### src/fmd_params.svh
// Constants for the frequency-meter diagnostic record block.
// Assumes inclusion by bare name from any file that needs them.
`ifndef FMD_PARAMS_SVH
`define FMD_PARAMS_SVH

// Register indices; byte address is four times the index
`define FMD_IDX_BASIC0      6'h00
`define FMD_IDX_BASIC1      6'h01
`define FMD_IDX_BASIC2      6'h02
`define FMD_IDX_BASIC3      6'h03
`define FMD_IDX_CHTYPE      6'h04
`define FMD_IDX_DIAGBITS    6'h05
`define FMD_IDX_CHCOUNT     6'h06
`define FMD_IDX_GROUPERR    6'h07
`define FMD_IDX_LOST0       6'h08
`define FMD_IDX_LOST1       6'h09
`define FMD_IDX_LOST2       6'h0A
`define FMD_IDX_LOST3       6'h0B
`define FMD_IDX_ZERO_FIRST  6'h0C
`define FMD_IDX_ZERO_LAST   6'h0F
`define FMD_IDX_CTRL        6'h10
`define FMD_IDX_IRQ_STATUS  6'h11
`define FMD_IDX_IRQ_MASK    6'h12
`define FMD_IDX_FLAG_CLEAR  6'h13

// Fixed record contents
`define FMD_CHTYPE_CODE     7'h76
`define FMD_DIAG_BITS       8'h08
`define FMD_CHANNELS        8'h04

// Field positions
`define FMD_CTRL_MORE_BIT   0
`define FMD_CLR_GROUP_LSB   0
`define FMD_CLR_LOST_LSB    4

// Reset values
`define FMD_CTRL_RESET      1'h0
`define FMD_MASK_RESET      8'h00

// AXI responses
`define FMD_RESP_OKAY       2'h0
`define FMD_RESP_SLVERR     2'h2

`endif

### src/fmd_pkg.sv
// Types shared by the frequency-meter diagnostic record block.
// Assumes an AXI4-Lite master with 8-bit addresses and 32-bit data.
package fmd_pkg;

  typedef struct packed {
    logic        awvalid;
    logic [7:0]  awaddr;
    logic        wvalid;
    logic [31:0] wdata;
    logic [3:0]  wstrb;
    logic        bready;
    logic        arvalid;
    logic [7:0]  araddr;
    logic        rready;
  } fmd_axi_req_type;

  typedef struct packed {
    logic        awready;
    logic        wready;
    logic        bvalid;
    logic [1:0]  bresp;
    logic        arready;
    logic        rvalid;
    logic [31:0] rdata;
    logic [1:0]  rresp;
  } fmd_axi_rsp_type;

  // One-cycle event pulses from the four frequency meters
  typedef struct packed {
    logic [3:0] lostIrq;
    logic [3:0] groupErr;
  } fmd_event_type;

endpackage : fmd_pkg

### src/fmd_diag_record.sv
// Extended diagnostic record of the frequency-measurement function, read over AXI4-Lite.
// Assumes events and basic record come from logic on sys_clk; AXI master on sys_clk.
`timescale 1ns/1ps
`default_nettype none
`include "fmd_params.svh"

// Sticky flag bank; a set pulse beats a same-cycle clear so no event is lost to a clear
module fmd_sticky_flags #(
  parameter int WIDTH = 4
) (
  // Clock, reset, enable
  input  wire logic             sys_clk,
  input  wire logic             rst,
  input  wire logic             clkEn,
  // Set and clear
  input  wire logic [WIDTH-1:0] setPulse,
  input  wire logic [WIDTH-1:0] clrMask,
  // Flag state and its next value
  output logic      [WIDTH-1:0] flags_r,
  output logic      [WIDTH-1:0] flags_nxt
);

  always_comb begin
    flags_nxt = (flags_r & ~clrMask) | setPulse;
  end

  // clkEn low freezes the bank, so an event pulsed meanwhile is not seen
  always_ff @(posedge sys_clk or posedge rst) begin
    if (rst) begin
      flags_r <= '0;
    end else if (clkEn) begin
      flags_r <= flags_nxt;
    end
  end

endmodule : fmd_sticky_flags

module fmd_diag_record (
  // Clock, reset, enable
  input  wire logic                     sys_clk,
  input  wire logic                     rst,
  input  wire logic                     clkEn,
  // Register bus
  input  wire fmd_pkg::fmd_axi_req_type axiReq,
  output var  fmd_pkg::fmd_axi_rsp_type axiRsp,
  // Diagnostic sources
  input  wire logic [31:0]              basicRecord,
  input  wire fmd_pkg::fmd_event_type   diagEvent,
  // Interrupt
  output logic                          irq
);

  // Write channel holding
  logic        awHeld_r;
  logic [7:0]  awAddr_r;
  logic        wHeld_r;
  logic [31:0] wData_r;
  logic [3:0]  wStrb_r;
  logic        bValid_r;
  logic [1:0]  bResp_r;

  // Read channel
  logic        rValid_r;
  logic [31:0] rData_r;
  logic [1:0]  rResp_r;

  // Software registers
  logic        moreTypes_r;
  logic [7:0]  irqMask_r;
  logic [7:0]  irqMask_nxt;
  logic [7:0]  irqStatus_r;
  logic [7:0]  irqStatus_nxt;
  logic [7:0]  statusSet;
  logic [7:0]  statusClr;

  // Diagnostic flags
  logic [3:0]  groupErr_r;
  logic [3:0]  groupClr;
  logic [3:0]  lostIrq_r;
  logic [3:0]  lostClr;

  // Handshake terms
  logic        awFire;
  logic        wFire;
  logic        arFire;
  logic        doWrite;
  logic [5:0]  wrIdx;
  logic [5:0]  rdIdx;
  logic        wrLowLane;
  logic        flagClearWr;
  logic        statusRead;
  logic        wrHit;
  logic        ctrlWr;
  logic        maskWr;
  logic [31:0] rdWord;
  logic        rdHit;

  // Ready comes only from an empty holding register, so one write is held at a time; a second may wait behind a pending response
  assign awFire  = clkEn & axiReq.awvalid & ~awHeld_r;
  assign wFire   = clkEn & axiReq.wvalid & ~wHeld_r;
  assign arFire  = clkEn & axiReq.arvalid & ~rValid_r;
  assign doWrite = clkEn & awHeld_r & wHeld_r & ~bValid_r;
  assign wrIdx   = awAddr_r[7:2];
  assign rdIdx   = axiReq.araddr[7:2];
  assign wrLowLane   = wStrb_r[0];
  assign flagClearWr = doWrite & wrLowLane & (wrIdx == `FMD_IDX_FLAG_CLEAR);
  assign statusRead  = arFire & (rdIdx == `FMD_IDX_IRQ_STATUS);
  assign ctrlWr      = doWrite & wrLowLane & (wrIdx == `FMD_IDX_CTRL);
  assign maskWr      = doWrite & wrLowLane & (wrIdx == `FMD_IDX_IRQ_MASK);

  // Ready signals are combinational from held state
  always_comb begin
    axiRsp         = '0;
    axiRsp.awready = ~awHeld_r;
    axiRsp.wready  = ~wHeld_r;
    axiRsp.bvalid  = bValid_r;
    axiRsp.bresp   = bResp_r;
    axiRsp.arready = ~rValid_r;
    axiRsp.rvalid  = rValid_r;
    axiRsp.rdata   = rData_r;
    axiRsp.rresp   = rResp_r;
  end

  // Write address capture
  always_ff @(posedge sys_clk or posedge rst) begin
    if (rst) begin
      awHeld_r <= 1'b0;
      awAddr_r <= 8'h00;
    end else if (awFire) begin
      awHeld_r <= 1'b1;
      awAddr_r <= axiReq.awaddr;
    end else if (doWrite) begin
      awHeld_r <= 1'b0;
    end
  end

  // Write data capture; either channel may arrive first
  always_ff @(posedge sys_clk or posedge rst) begin
    if (rst) begin
      wHeld_r <= 1'b0;
      wData_r <= 32'h0000_0000;
      wStrb_r <= 4'h0;
    end else if (wFire) begin
      wHeld_r <= 1'b1;
      wData_r <= axiReq.wdata;
      wStrb_r <= axiReq.wstrb;
    end else if (doWrite) begin
      wHeld_r <= 1'b0;
    end
  end

  // Write decode; only holes in the map are refused
  always_comb begin
    wrHit = 1'b0;
    if (wrIdx <= `FMD_IDX_ZERO_LAST) begin
      wrHit = 1'b1;
    end else if (wrIdx == `FMD_IDX_CTRL) begin
      wrHit = 1'b1;
    end else if (wrIdx == `FMD_IDX_IRQ_STATUS) begin
      wrHit = 1'b1;
    end else if (wrIdx == `FMD_IDX_IRQ_MASK) begin
      wrHit = 1'b1;
    end else if (wrIdx == `FMD_IDX_FLAG_CLEAR) begin
      wrHit = 1'b1;
    end
  end

  // Write response; record words ignore writes, unmapped words answer SLVERR
  always_ff @(posedge sys_clk or posedge rst) begin
    if (rst) begin
      bValid_r <= 1'b0;
      bResp_r  <= `FMD_RESP_OKAY;
    end else if (clkEn) begin
      if (doWrite) begin
        bValid_r <= 1'b1;
        if (wrHit) begin
          bResp_r <= `FMD_RESP_OKAY;
        end else begin
          bResp_r <= `FMD_RESP_SLVERR;
        end
      end else if (bValid_r & axiReq.bready) begin
        bValid_r <= 1'b0;
      end
    end
  end

  // Control register
  always_ff @(posedge sys_clk or posedge rst) begin
    if (rst) begin
      moreTypes_r <= `FMD_CTRL_RESET;
    end else if (ctrlWr) begin
      moreTypes_r <= wData_r[`FMD_CTRL_MORE_BIT];
    end
  end

  // Interrupt mask register; its next value feeds irq so a mask write acts at once
  always_comb begin
    irqMask_nxt = irqMask_r;
    if (maskWr) begin
      irqMask_nxt = wData_r[7:0];
    end
  end

  always_ff @(posedge sys_clk or posedge rst) begin
    if (rst) begin
      irqMask_r <= `FMD_MASK_RESET;
    end else if (clkEn) begin
      irqMask_r <= irqMask_nxt;
    end
  end

  // Clear masks: ones written to the clear word, or the whole word on a status read
  assign groupClr  = flagClearWr ? wData_r[`FMD_CLR_GROUP_LSB +: 4] : 4'h0;
  assign lostClr   = flagClearWr ? wData_r[`FMD_CLR_LOST_LSB +: 4] : 4'h0;
  assign statusClr = statusRead ? 8'hFF : 8'h00;
  assign statusSet = {diagEvent.lostIrq, diagEvent.groupErr};

  // Diagnostic flags stay set until software clears them; a record read leaves them
  fmd_sticky_flags #(
    .WIDTH (4)
  ) u_groupErr (
    .sys_clk   (sys_clk),
    .rst       (rst),
    .clkEn     (clkEn),
    .setPulse  (diagEvent.groupErr),
    .clrMask   (groupClr),
    .flags_r   (groupErr_r),
    .flags_nxt ()
  );

  fmd_sticky_flags #(
    .WIDTH (4)
  ) u_lostIrq (
    .sys_clk   (sys_clk),
    .rst       (rst),
    .clkEn     (clkEn),
    .setPulse  (diagEvent.lostIrq),
    .clrMask   (lostClr),
    .flags_r   (lostIrq_r),
    .flags_nxt ()
  );

  // Interrupt status: read clears, a same-cycle event still sets
  fmd_sticky_flags #(
    .WIDTH (8)
  ) u_irqStatus (
    .sys_clk   (sys_clk),
    .rst       (rst),
    .clkEn     (clkEn),
    .setPulse  (statusSet),
    .clrMask   (statusClr),
    .flags_r   (irqStatus_r),
    .flags_nxt (irqStatus_nxt)
  );

  // Level interrupt while any unmasked status bit is set
  always_ff @(posedge sys_clk or posedge rst) begin
    if (rst) begin
      irq <= 1'b0;
    end else if (clkEn) begin
      irq <= |(irqStatus_nxt & irqMask_nxt);
    end
  end

  // Read decode of the sixteen record words and the control words
  // Record words sit first so software fetches the whole record as one block
  always_comb begin
    rdWord = 32'h0000_0000;
    rdHit  = 1'b1;
    if (rdIdx == `FMD_IDX_BASIC0) begin
      rdWord[7:0] = basicRecord[7:0];
    end else if (rdIdx == `FMD_IDX_BASIC1) begin
      rdWord[7:0] = basicRecord[15:8];
    end else if (rdIdx == `FMD_IDX_BASIC2) begin
      rdWord[7:0] = basicRecord[23:16];
    end else if (rdIdx == `FMD_IDX_BASIC3) begin
      rdWord[7:0] = basicRecord[31:24];
    end else if (rdIdx == `FMD_IDX_CHTYPE) begin
      rdWord[6:0] = `FMD_CHTYPE_CODE;
      rdWord[7]   = moreTypes_r;
    end else if (rdIdx == `FMD_IDX_DIAGBITS) begin
      rdWord[7:0] = `FMD_DIAG_BITS;
    end else if (rdIdx == `FMD_IDX_CHCOUNT) begin
      rdWord[7:0] = `FMD_CHANNELS;
    end else if (rdIdx == `FMD_IDX_GROUPERR) begin
      rdWord[3:0] = groupErr_r;
    end else if (rdIdx == `FMD_IDX_LOST0) begin
      rdWord[0] = lostIrq_r[0];
    end else if (rdIdx == `FMD_IDX_LOST1) begin
      rdWord[0] = lostIrq_r[1];
    end else if (rdIdx == `FMD_IDX_LOST2) begin
      rdWord[0] = lostIrq_r[2];
    end else if (rdIdx == `FMD_IDX_LOST3) begin
      rdWord[0] = lostIrq_r[3];
    end else if ((rdIdx >= `FMD_IDX_ZERO_FIRST) && (rdIdx <= `FMD_IDX_ZERO_LAST)) begin
      rdWord = 32'h0000_0000;
    end else if (rdIdx == `FMD_IDX_CTRL) begin
      rdWord[`FMD_CTRL_MORE_BIT] = moreTypes_r;
    end else if (rdIdx == `FMD_IDX_IRQ_STATUS) begin
      rdWord[7:0] = irqStatus_r;
    end else if (rdIdx == `FMD_IDX_IRQ_MASK) begin
      rdWord[7:0] = irqMask_r;
    end else if (rdIdx == `FMD_IDX_FLAG_CLEAR) begin
      rdWord = 32'h0000_0000;
    end else begin
      rdHit = 1'b0;
    end
  end

  // Read valid: one read in flight, arready stays low until the data is taken
  always_ff @(posedge sys_clk or posedge rst) begin
    if (rst) begin
      rValid_r <= 1'b0;
    end else if (clkEn) begin
      if (arFire) begin
        rValid_r <= 1'b1;
      end else if (rValid_r & axiReq.rready) begin
        rValid_r <= 1'b0;
      end
    end
  end

  // Read data is captured once and held until taken, so a flag
  // changing mid-transfer never tears the returned word
  always_ff @(posedge sys_clk or posedge rst) begin
    if (rst) begin
      rData_r <= 32'h0000_0000;
      rResp_r <= `FMD_RESP_OKAY;
    end else if (arFire) begin
      rData_r <= rdWord;
      rResp_r <= rdHit ? `FMD_RESP_OKAY : `FMD_RESP_SLVERR;
    end
  end

endmodule : fmd_diag_record

`default_nettype wire

### config.mk
export PLATFORM = sky130hd
export DESIGN_NAME = fmd_diag_record
export DESIGN_NICKNAME = d
export VERILOG_FILES = /design/src/fmd_pkg.sv /design/src/fmd_diag_record.sv
export VERILOG_INCLUDE_DIRS = /design/src
export SDC_FILE = /design/constraint.sdc
export NUM_CORES = 1
export LEC_CHECK = 0
export BUFFER_PORTS_ARGS = -buffer_cell sky130_fd_sc_hd__clkbuf_2
export CORE_MARGIN = 1.5
export CORE_UTILIZATION = 49
export DETAILED_ROUTE_END_ITERATION = 12
export PLACE_DENSITY = 0.81
export SYNTH_ARGS = -nofsm -noshare
export SYNTH_HDL_FRONTEND = slang
export SYNTH_HIERARCHICAL = 1
export SYNTH_SLANG_ARGS = --single-unit
### constraint.sdc
create_clock -name sys_clk -period 3.4 [get_ports sys_clk]
set_input_delay 0.34 -clock sys_clk [delete_from_list [all_inputs] [get_ports sys_clk]]
set_output_delay 0.34 -clock sys_clk [all_outputs]
set_load 0.01 [all_outputs]
==> flow_summary.json <==
{
  "pre_cts_ws_ns": 0.589,
  "criticalPathCategory": "in2reg",
  "ir_drop_v": 0.000306,
  "antennaDiodeCount": 0,
  "final_nets": 521,
  "grt_pass1_vias": 2557,
  "clk_latency_ns": 0.31,
  "fillers": 593,
  "ant_nets": 0,
  "vias": 2744,
  "worstPathRequired_ns": 3.59,
  "setup_slack_ns": 0.901,
  "avgSynthCellArea_um2": 9.78,
  "gp_congestion": 0.833,
  "final_core_util_pct": 56.6,
  "cts_tree": "done",
  "clock_skew_ns": 0.00955,
  "htree_levels": 2,
  "stdcell_area_mm2": 0.00380,
  "grt_pass1_wl_mm": 12.2,
  "rows": 30,
  "routed_wl_mm": 7.47,
  "die_w_um": 86,
  "rsz0062_at_grt": "no",
  "area_growth_pct": 12.6,
  "cts_sinks": 55,
  "start_kind": "input pin",
  "dpl_cell_area_mm2": 0.00370,
  "syn_inst": 345,
  "drc": 0,
  "grtUsageTotal_pct": 20.8,
  "ys_warn_count": 6,
  "leakage_nw": 1.81,
  "root_buffer": "clkbuf_8",
  "routedWlPerCell_um": 14.9,
  "setup_viol": 0,
  "drt_iter0_drc": 154,
  "synth.cell_area_mm2": 0.00338,
  "period_needed_ns": 2.50,
  "viasPerCell": 5.47,
  "cts_inserted_buffers": 5,
  "ios": 142,
  "fp.dieH_um": 86,
  "antenna_found_initial": 0,
  "drv_cap": 0,
  "grt_overflow": 0,
  "cp_max_fo": 16,
  "firstDrtPassIters": 5,
  "core_area_mm2": 0.00672,
  "dieArea_mm2": 0.00740,
  "fmax_mhz": 400,
  "cts_resized": 0,
  "critPathArrivalTime_ns": 2.69,
  "drv_slew": 0,
  "grt_max_degree": 39,
  "p_total_w": 0.00187,
  "drive_above_1_share_pct": 31.8,
  "hold_violations": 0,
  "power.density_mw_per_mm2": 492,
  "hp-class": "in2reg",
  "fin_setup_tns_ns": 0,
  "endpoint_kind": "flop",
  "start_util_pct": 50.2,
  "dp_hpwl_mm": 5.83,
  "fin_crit_sh_pct": 73.5,
  "cts.clk_slew.worst_paths_ns": 0.10,
  "status": "finished, final reports clean",
  "numPortBuffers": 84,
  "cts_buffer_depth": 2
}
-- routing by layer --
layer,share of wire [%],track usage (%),wire [um]
met3,7.5,3.75,559
met5,0,0,0
met2,47,34.2,3540
met4,1.4,4.84,104
met1,44,28.9,3270
-- path summary, 6_finish.rpt --
check	cells past startpoint	end	startpoint	slack, ns
setup / recovery	11	irq	axiReq[5]	0.90
hold / removal	2	awAddr_r[7]	axiReq[55]	0.25
setup reg to reg	11	irq	rValid_r	1.01
hold reg to reg	2	rValid_r	rValid_r	0.51
max in group asynchronous	4	irqMask_r[1]	rst	2.05
min in group asynchronous	3	u_lostIrq/flags_r[1]	rst	0.48
-- per-stage QoR --
step                      hold slack [ns]  cells
after floorplan                     0.106    370
after global placement              0.252    493
after detailed placement            0.255    493
after CTS                           0.247    502
after global routing                0.251    502
final                               0.254    502
-- worst max-delay path, stage by stage --
cell	delay [ns]
clkbuf_2	0.21
nor4b_2	0.35
and2_1	0.32
and2_1	0.17
buf_4	0.20
inv_1	0.05
a21o_1	0.18
a222oi_1	0.34
nand3_1	0.18
a221oi_2	0.24
a21oi_1	0.10
-- flip-flops by register name, indices dropped and copies added (netlist names), 4 cells and up --
name	flops
awAddr_r	6
rData_r	8
wData_r	8
u_irqStatus/flags_r	8
u_lostIrq/flags_r	4
irqMask_r	8
u_groupErr/flags_r	4
-- power breakdown --
group	total (W)	leakage (nW)	internal, W	switching, W
Combinational	0.000542	1.14	0.000278	0.000263
Sequential	0.000970	0.622	0.000823	0.000146
Clock	0.000361	0.0454	0.000148	0.000213
-- cell usage in the layout (no fill, tap or decap), types with 4 or more instances in the layout --
cell      instances
a31oi_1           8
a22oi_1           5
and2_1           11
a222oi_1          4
nand3_1           8
clkbuf_2         84
clkbuf_8          5
nor2_1           10
inv_1            20
a22o_1           21
a221oi_1          4
nand2b_1          7
buf_4             7
nand2_1          28
and3_1            4
dfrtp_1          55
nor2b_1           6
mux2_2           25
a21oi_1          14
o21ai_0          18
conb_1           26
a21boi_0          4
a21o_1           10
-- area by class of cell --
type	count	area, um^2	area share [%]
Multi-Input combinational cell	246	1670	44.0
Sequential cell	55	1380	36.2
Timing Repair Buffer	92	483	12.7
Tap cell	80	100	2.63
Inverter	21	78.8	2.07
Clock buffer	6	72.6	1.91
Clock inverter	2	17.5	0.461
-- what timing repair did --
item	4_1_cts	5_1_grt
buffers inserted	0	0
endpoints found under the hold margin	10	0
hold buffers	1	0
setup endpoints to repair	0	0
Note: power is estimated with default switching activity, not from simulation.
